===== src/include/app_adv_pkg.sv =====
/*
 * package for the application descriptor advertising block: register
 * offsets, field positions, table geometry and reset values.
 * assumes an ahb-lite slave with 32-bit data, one word per register.
 */
package app_adv_pkg;
	// table geometry
	localparam int unsigned max_desc = 15;
	localparam int unsigned first_region_desc = 8;
	localparam int unsigned desc_bytes = 5;
	localparam int unsigned sel_w = 4;

	// word map: descriptor n (1..15) main word at desc_base + 4*(n-1)
	localparam logic [11:0] desc_base_off = 12'h000;
	// second region holds codes 9..15
	localparam logic [11:0] desc_region2_off = 12'h020;
	// media start-lane maps live on their own page
	localparam logic [11:0] media_map_base_off = 12'h100;
	// control and status words
	localparam logic [11:0] query_sel_off = 12'h200;
	localparam logic [11:0] query_info_off = 12'h204;
	localparam logic [11:0] table_status_off = 12'h208;
	localparam logic [11:0] lane_check_off = 12'h20c;
	localparam logic [11:0] map_end_off = 12'h20c;

	// byte positions inside the main descriptor word
	localparam int unsigned host_code_lsb = 0;
	localparam int unsigned media_code_lsb = 8;
	localparam int unsigned lane_pair_lsb = 16;
	localparam int unsigned host_map_lsb = 24;
	// nibble positions inside the lane count byte
	localparam int unsigned host_total_lsb = 4;
	localparam int unsigned media_total_lsb = 0;

	// codes
	localparam logic [7:0] end_of_list_code = 8'hff;
	localparam logic [7:0] media_undefined_code = 8'h00;
	localparam logic [3:0] total_from_code = 4'h0;
	localparam logic [3:0] total_max = 4'h8;
	localparam logic [3:0] sel_unused = 4'h0;
	localparam logic [3:0] sel_default = 4'h1;

	// reset value of the writable word and default read data
	localparam logic [3:0] query_sel_reset = 4'h1;
	localparam logic [31:0] read_default = 32'h0000_0000;
endpackage


===== src/design/desc_rom.sv =====
/*
 * descriptor store: fifteen five-byte entries held as constants, read
 * through one registered port.
 * assumes the contents are fixed at build time by the parameter.
 */
`timescale 1ns/1ns
module desc_rom #(
	parameter int unsigned depth = 15,
	parameter logic [40*15-1:0] contents = '0
) (
	// clock and reset
	input wire logic hclk,
	input wire logic hresetn,
	// read port
	input wire logic [3:0] rd_index,
	output logic [39:0] rd_entry
);
	always_ff @(posedge hclk or negedge hresetn) begin
		if (!hresetn) begin
			rd_entry <= '0;
		end else if (rd_index < 4'(depth)) begin
			rd_entry <= contents[rd_index*40 +: 40];
		end else begin
			rd_entry <= {32'h0000_0000, app_adv_pkg::end_of_list_code};
		end
	end
endmodule // desc_rom


===== src/design/lane_fit.sv =====
/*
 * checks whether a host or media lane group from a start lane fits within eight
 * lanes and reports the mask of all lanes that the instance covers.
 * assumes a lane total of 1..8; zero is taken as one lane.
 */
`timescale 1ns/1ns
module lane_fit (
	// clock and reset
	input wire logic hclk,
	input wire logic hresetn,
	// query
	input wire logic [7:0] start_map,
	input wire logic [3:0] lane_total,
	// result
	output logic [7:0] cover_mask,
	output logic fits
);
	function automatic logic [7:0] group_mask(input logic [7:0] starts,
		input logic [3:0] n);
		logic [7:0] m;
		logic [15:0] w;
		m = '0;
		for (int i = 0; i < 8; i++) begin
			if (starts[i]) begin
				w = ({8'h00, 8'hff} >> (8 - n)) << i;
				m = m | w[7:0];
			end
		end
		return m;
	endfunction

	logic [3:0] n_eff;
	logic [7:0] bad;
	assign n_eff = (lane_total == 4'h0 || lane_total > 4'h8) ? 4'h1
		: lane_total;

	// a start too near the top would run past lane eight
	always_comb begin
		bad = '0;
		for (int i = 0; i < 8; i++) begin
			bad[i] = start_map[i] && ((i + int'(n_eff)) > 8);
		end
	end

	always_ff @(posedge hclk or negedge hresetn) begin
		if (!hresetn) begin
			cover_mask <= '0;
			fits <= 1'b0;
		end else begin
			cover_mask <= group_mask(start_map, n_eff);
			fits <= (bad == 8'h00);
		end
	end
endmodule // lane_fit


===== src/design/app_adv_regs.sv =====
/*
 * application descriptor advertising bank: a read-only table of up to
 * fifteen supported host/media configurations plus a small query port,
 * reached by ahb-lite.
 * assumes a single ahb-lite master, word transfers, hready from us.
 */
`timescale 1ns/1ns
module app_adv_regs #(
	parameter int unsigned num_valid = 2,
	parameter logic paged = 1'b1,
	parameter logic [7:0] category = 8'h01,
	// entry k at bits [40*k +: 40]: {media map, host map, lanes, media, host}
	parameter logic [40*15-1:0] table_init = {
		{13{40'h00_00_00_00_ff}},
		40'h0f_55_12_03_04,
		40'h01_01_84_08_02}
) (
	// clock and reset
	input wire logic hclk,
	input wire logic hresetn,
	// ahb-lite slave
	input wire logic hsel,
	input wire logic [31:0] haddr,
	input wire logic [1:0] htrans,
	input wire logic hwrite,
	input wire logic [2:0] hsize,
	input wire logic [31:0] hwdata,
	input wire logic hready,
	output logic hreadyout,
	output logic hresp,
	output logic [31:0] hrdata,
	// selected configuration seen by the data path
	output logic [3:0] active_sel_r,
	output logic sel_valid_r,
	// media category advertised elsewhere
	output logic [7:0] media_category
);
	// entries past the valid count are forced to the end marker so that
	// a bad parameter cannot advertise an unsupported entry
	function automatic logic [39:0] entry_of(input int unsigned k);
		logic [39:0] e;
		e = table_init[k*40 +: 40];
		// a reserved lane count cannot stand for a real configuration
		if (e[app_adv_pkg::lane_pair_lsb + app_adv_pkg::host_total_lsb +: 4]
			> app_adv_pkg::total_max ||
			e[app_adv_pkg::lane_pair_lsb + app_adv_pkg::media_total_lsb +: 4]
			> app_adv_pkg::total_max) begin
			e = {32'h0000_0000, app_adv_pkg::end_of_list_code};
		end
		if (k >= num_valid) begin
			e = {32'h0000_0000, app_adv_pkg::end_of_list_code};
		end
		if (!paged) begin
			e[39:32] = 8'h00;
		end
		return e;
	endfunction

	function automatic logic [40*15-1:0] build_table();
		logic [40*15-1:0] t;
		t = '0;
		for (int k = 0; k < 15; k++) begin
			t[k*40 +: 40] = entry_of(k);
		end
		return t;
	endfunction

	localparam logic [40*15-1:0] table_eff = build_table();

	// byte address to descriptor slot, 0 means none
	function automatic logic [3:0] slot_of(input logic [11:0] a,
		input logic [11:0] base);
		logic [11:0] d;
		d = a - base;
		if (a >= base && d < 12'(4 * app_adv_pkg::max_desc)) begin
			return 4'(d[5:2]) + 4'h1;
		end
		return 4'h0;
	endfunction

	typedef enum logic [3:0] {
		st_idle = 4'b0001,
		st_fetch = 4'b0010,
		st_check = 4'b0100,
		st_load = 4'b1000
	} bus_state_e;

	bus_state_e state_r;
	logic [11:0] addr_r;
	logic write_r;
	logic [3:0] query_sel_r;
	logic [3:0] rom_index;
	logic [39:0] rom_entry;
	logic [7:0] cover_mask;
	logic fits;
	logic [7:0] media_cover;
	logic media_fits;
	logic word_r;
	logic [3:0] valid_count;
	logic take;
	logic [3:0] slot_main;
	logic [3:0] slot_media;

	assign take = hsel && hready && htrans[1];
	assign slot_main = slot_of(addr_r, app_adv_pkg::desc_base_off);
	assign slot_media = slot_of(addr_r, app_adv_pkg::media_map_base_off);

	// count of leading valid entries, the host may use codes 1..count
	always_comb begin
		valid_count = 4'h0;
		for (int k = app_adv_pkg::max_desc - 1; k >= 0; k--) begin
			if (table_eff[k*40 +: 8] == app_adv_pkg::end_of_list_code) begin
				valid_count = 4'(k);
			end
		end
		if (table_eff[7:0] != app_adv_pkg::end_of_list_code &&
			valid_count == 4'h0) begin
			valid_count = 4'(app_adv_pkg::max_desc);
		end
	end

	// rom fetch: main or media slot, else the queried entry
	always_comb begin
		if (slot_main != 4'h0) begin
			rom_index = slot_main - 4'h1;
		end else if (slot_media != 4'h0) begin
			rom_index = slot_media - 4'h1;
		end else if (query_sel_r != app_adv_pkg::sel_unused) begin
			rom_index = query_sel_r - 4'h1;
		end else begin
			rom_index = 4'h0;
		end
	end

	desc_rom #(
		.depth(app_adv_pkg::max_desc),
		.contents(table_eff)
	) u_rom (
		.hclk(hclk),
		.hresetn(hresetn),
		.rd_index(rom_index),
		.rd_entry(rom_entry)
	);

	// contiguous group check of the queried entry
	lane_fit u_fit (
		.hclk(hclk),
		.hresetn(hresetn),
		.start_map(rom_entry[app_adv_pkg::host_map_lsb +: 8]),
		.lane_total(rom_entry[app_adv_pkg::lane_pair_lsb +
			app_adv_pkg::host_total_lsb +: 4]),
		.cover_mask(cover_mask),
		.fits(fits)
	);

	// same check on the media side of the queried entry
	lane_fit u_media_fit (
		.hclk(hclk),
		.hresetn(hresetn),
		.start_map(rom_entry[39:32]),
		.lane_total(rom_entry[app_adv_pkg::lane_pair_lsb +
			app_adv_pkg::media_total_lsb +: 4]),
		.cover_mask(media_cover),
		.fits(media_fits)
	);

	// bus sequencing: three wait states, since the rom and then the lane
	// check each add a register before the read word can be formed
	always_ff @(posedge hclk or negedge hresetn) begin
		if (!hresetn) begin
			state_r <= st_idle;
			addr_r <= '0;
			write_r <= 1'b0;
			word_r <= 1'b0;
			hreadyout <= 1'b1;
		end else begin
			case (state_r)
				st_idle: begin
					if (take) begin
						state_r <= st_fetch;
						addr_r <= haddr[11:0];
						write_r <= hwrite;
						word_r <= (hsize == 3'b010);
						hreadyout <= 1'b0;
					end
				end
				st_fetch: begin
					state_r <= st_check;
				end
				st_check: begin
					state_r <= st_load;
				end
				st_load: begin
					// idle again so the next address phase is seen at once
					state_r <= st_idle;
					hreadyout <= 1'b1;
				end
				default: begin
					state_r <= st_idle;
					hreadyout <= 1'b1;
				end
			endcase
		end
	end

	always_ff @(posedge hclk or negedge hresetn) begin
		if (!hresetn) begin
			hresp <= 1'b0;
		end else begin
			hresp <= 1'b0;
		end
	end

	// read data assembled in the last wait cycle
	always_ff @(posedge hclk or negedge hresetn) begin
		if (!hresetn) begin
			hrdata <= app_adv_pkg::read_default;
		end else if (state_r == st_load && !write_r) begin
			if (slot_main != 4'h0) begin
				hrdata <= rom_entry[31:0];
			end else if (slot_media != 4'h0) begin
				hrdata <= {24'h000000, rom_entry[39:32]};
			end else if (addr_r == app_adv_pkg::query_sel_off) begin
				hrdata <= {28'h0000000, query_sel_r};
			end else if (addr_r == app_adv_pkg::query_info_off) begin
				hrdata <= {16'h0000, category, 7'h00,
					query_sel_r == app_adv_pkg::sel_unused};
			end else if (addr_r == app_adv_pkg::table_status_off) begin
				hrdata <= {20'h00000, 3'h0, paged, valid_count, sel_valid_r,
					active_sel_r[2:0]};
			end else if (addr_r == app_adv_pkg::lane_check_off) begin
				hrdata <= {7'h00, media_fits, media_cover, 7'h00, fits,
					cover_mask};
			end else begin
				hrdata <= app_adv_pkg::read_default;
			end
		end
	end

	// only the query selector is writable; descriptor writes vanish
	always_ff @(posedge hclk or negedge hresetn) begin
		if (!hresetn) begin
			query_sel_r <= app_adv_pkg::query_sel_reset;
		end else if (state_r == st_fetch && write_r && word_r &&
			addr_r == app_adv_pkg::query_sel_off) begin
			query_sel_r <= hwdata[3:0];
		end
	end

	// selection handed on to the data path; out of range codes drop to
	// unused since behaviour there is otherwise undefined
	always_ff @(posedge hclk or negedge hresetn) begin
		if (!hresetn) begin
			active_sel_r <= app_adv_pkg::sel_default;
			sel_valid_r <= 1'b0;
		end else if (query_sel_r == app_adv_pkg::sel_unused) begin
			active_sel_r <= app_adv_pkg::sel_unused;
			sel_valid_r <= 1'b0;
		end else if (query_sel_r <= valid_count) begin
			active_sel_r <= query_sel_r;
			sel_valid_r <= 1'b1;
		end else begin
			active_sel_r <= app_adv_pkg::sel_unused;
			sel_valid_r <= 1'b0;
		end
	end

	// media category output copies the category parameter; reset clears it
	always_ff @(posedge hclk or negedge hresetn) begin
		if (!hresetn) begin
			media_category <= 8'h00;
		end else begin
			media_category <= category;
		end
	end
endmodule // app_adv_regs


===== config.mk =====
export PLATFORM = sky130hd
export DESIGN_NAME = app_adv_regs
export DESIGN_NICKNAME = d
export VERILOG_FILES = /design/src/include/app_adv_pkg.sv /design/src/design/desc_rom.sv /design/src/design/lane_fit.sv /design/src/design/app_adv_regs.sv
export SDC_FILE = /design/constraint.sdc
export NUM_CORES = 1
export LEC_CHECK = 0
export BUFFER_PORTS_ARGS = -buffer_cell sky130_fd_sc_hd__buf_4
export CELL_PAD_IN_SITES_DETAIL_PLACEMENT = 1
export CELL_PAD_IN_SITES_GLOBAL_PLACEMENT = 1
export CORE_UTILIZATION = 38
export CTS_CLUSTER_DIAMETER = 60
export DETAILED_ROUTE_END_ITERATION = 8
export PLACE_DENSITY = 0.78
export SKIP_CTS_REPAIR_TIMING = 1
export SLEW_MARGIN = 40
export SYNTH_ARGS = -nofsm -noshare
export SYNTH_HDL_FRONTEND = slang
export SYNTH_HIERARCHICAL = 1
export SYNTH_SLANG_ARGS = --single-unit

===== constraint.sdc =====
create_clock -name hclk -period 2.7 [get_ports hclk]
set_input_delay 0.135 -clock hclk [delete_from_list [all_inputs] [get_ports hclk]]
set_output_delay 0.135 -clock hclk [all_outputs]
set_load 0.03 [all_outputs]

==> impl_metrics.toml <==
[routing]
wire_per_inst_um = 18.0
vias = 5102
drc_errors = 8
drt-initial-drc-count = 295
final_antenna_net_count = 0
viasPerCell = 5.56
wl_mm = 16.5
firstDrtPassIters = 7

[cells_and_area]
final_area_um2 = 6820
nets = 830
mostFrequentLayoutCells = "buf_4 (104), dfrtp_1 (80), nand2_1 (77)"
drive_gt1_share_pct = 23.7
antenna_cells = 0
final_common_cell = "buf_4"
syn_to_final_growth_pct = 17.9

[setup_path]
cp.arrival_ns = 2.90
crit_required_ns = 2.91
r2r_cells = 8
critPathCaptureType = "register"
crit_type = "register to register"
critPathLaunchType = "register"
cp_max_fo = 5

[global_route]
grt_max_degree = 56
antenna_found_initial = 0
first_global_vias = 5483
grt_pass1_wl_mm = 27.7
grtUsageTotal_pct = 22.0
grt_overflow = 0

[timing]
period_share_pct = 99.8
skew_ns = 0.00729
tightest_slew_ns = 0.645
fin_crit_ns = 2.69
hold_viol = 0
setup_viol = 0
rsz0062_at_grt = "yes"
slew_headroom_pct = 57.0
fin_setup_tns_ns = 0
fmax_mhz = 371
slew_violations = 0
setup_slack_ns = 0.00605

[power]
power-per-cell-area_nw_per_um2 = 695
cellLeakagePower_nw = 2.93
peakVddDrop_mv = 0.345
power_mw = 4.74

[synthesis]
syn_avg_cell_area_um2 = 8.62
async_flop_share_pct = 100
synth_seq_cells = 85
synthDistinctLibCells = 76
netlist_instances = 671
synthesis.area_um2 = 5790
ys.flop_type = "dfrtp_1"
ys_seq_area_share_pct = 36.8
yosysWarnings = 6
synth-edff-count = 0

[die]
die_h_um = 125
die_area_um2 = 15700
core_um2 = 14700
die_w_um = 125
rows = 44
ios = 121
start_util_pct = 39.4

[placed_design]
dpl_cell_area_um2 = 6400
post-place-ws_ns = 0.000583
portBuffers = 63
dp_hpwl_mm = 12.1
gp_congestion = 0.862

[clock_tree]
clk_pin_slew_ns = 0.06
htree_levels = 3
cts_root_buffer = "clkbuf_16"
clock_sinks = 85
clk_path_buf_depth = 2
cts_tree = "yes"
cts_made_buffers = 9
insertion_delay_ns = 0.34

[min_path]
min_path_cells = 2
min_path_type = "input pin to register"

[outcome]
status = "finished, violations left"
failed_checks = "DRC"

[job]
maxCapViolCount = 0
## worst max-delay path: stages, from the launching register on
cell and delay, ns:
dfrtp_1 0.40, or4_4 0.56, nor3_4 0.30, nand2_2 0.13
ha_4 0.21, nand2_4 0.08, a221oi_2 0.03, or3_4 0.39
or4b_1 0.47
## metrics by stage
stage	instances	utilization (%)	hold WS, ns
floorplan	696	-	-0.161
global placement	898	43.5	0.131
detailed placement	898	43.5	0.146
CTS	914	45.7	-0.226
global route	917	46.4	0.0176
finish	917	46.4	0.0293
## worst paths after layout
check,startpoint,end,slack [ns]
max,addr_r[10],u_rom/rd_entry[1],0.006
min,hwrite,write_r,0.03
max in group asynchronous,hresetn,query_sel_r[0],1.60
max reg2reg,addr_r[10],u_rom/rd_entry[1],0.006
min reg2reg,hrdata[11],hrdata[11],0.49
min in group asynchronous,hresetn,state_r[2],0.31
## sequential cells by signal, summed over array words and instances, names as in the netlist
register                cells
hrdata                     32
addr_r                     12
u_fit/cover_mask            8
u_media_fit/cover_mask      8
u_rom/rd_entry              6
active_sel_r                4
query_sel_r                 4
state_r                     4
hreadyout                   1
media_category              1
sel_valid_r                 1
u_fit/fits                  1
u_media_fit/fits            1
word_r                      1
write_r                     1
## kinds of logic (layout without fill, tap and decap cells)
logic type | count (synthesis) | in the layout | share of synthesized area (%)
compound gates | 181 | 181 | 20.5
fa+ha+maj | 28 | 28 | 6.05
mux | 21 | 21 | 4.02
buf+inv | 108 | 145 | 10.7
other cells | 3 | 28 | 0.195
flops | 85 | 85 | 36.8
xor+xnor | 8 | 8 | 1.21
simple gates | 237 | 237 | 20.4
## area by class of cell
cell class | count | area [um^2]
fill | 1745 | 7880
multi-input combinational | 503 | 3260
sequential | 85 | 2130
timing repair buffer | 105 | 791
clock buffer | 12 | 246
tap | 184 | 230
inverter | 24 | 90.1
clock inverter | 4 | 72.6
## routing by layer
| layer | GRT usage [%] | vias up | part of all wire (%) |
|---|---|---|---|
| li1 | - | 2434 | - |
| met1 | 29.1 | 2561 | 46 |
| met2 | 37.0 | 92 | 49 |
| met3 | 2.70 | 15 | 3.0 |
| met4 | 8.11 | 0 | 1.1 |
| met5 | 0 | - | 0 |
## cell usage after synthesis, types with 3 or more instances
library cell | count | area share (%)
a31oi_1 | 27 | 2.9
buf_6 | 6 | 1.2
dfrtp_1 | 81 | 35
nor3b_1 | 4 | 0.52
ha_1 | 28 | 6.1
clkbuf_1 | 26 | 1.7
inv_1 | 22 | 1.4
a32oi_1 | 3 | 0.45
o2bb2ai_1 | 5 | 0.76
dfstp_2 | 4 | 1.8
nor2b_1 | 12 | 1.3
a211oi_1 | 5 | 0.65
nor4b_1 | 6 | 0.91
o22ai_1 | 4 | 0.43
o21ai_0 | 44 | 3.8
o21ai_1 | 10 | 0.86
or4b_1 | 3 | 0.52
nor4_1 | 4 | 0.43
or3_1 | 5 | 0.54
buf_4 | 43 | 5.6
nand2b_1 | 3 | 0.32
and3_1 | 9 | 0.97
o21a_1 | 3 | 0.39
a21oi_1 | 31 | 2.7
buf_2 | 8 | 0.69
mux2_2 | 18 | 3.5
nor2_1 | 55 | 3.6
a221oi_1 | 13 | 2.0
nand3_1 | 19 | 1.6
conb_1 | 3 | 0.19
xnor2_1 | 6 | 0.91
nand2_1 | 79 | 5.1
mux2i_1 | 3 | 0.52
nand4_1 | 4 | 0.43
nor3_1 | 15 | 1.3
a21o_1 | 8 | 1.0
## where the power goes
| part | switching, mW | internal (mW) |
|---|---|---|
| Sequential | 0.157 | 1.47 |
| Combinational | 1.04 | 0.732 |
| Clock | 0.504 | 0.835 |
No activity file was read; power rests on OpenSTA's default activity.
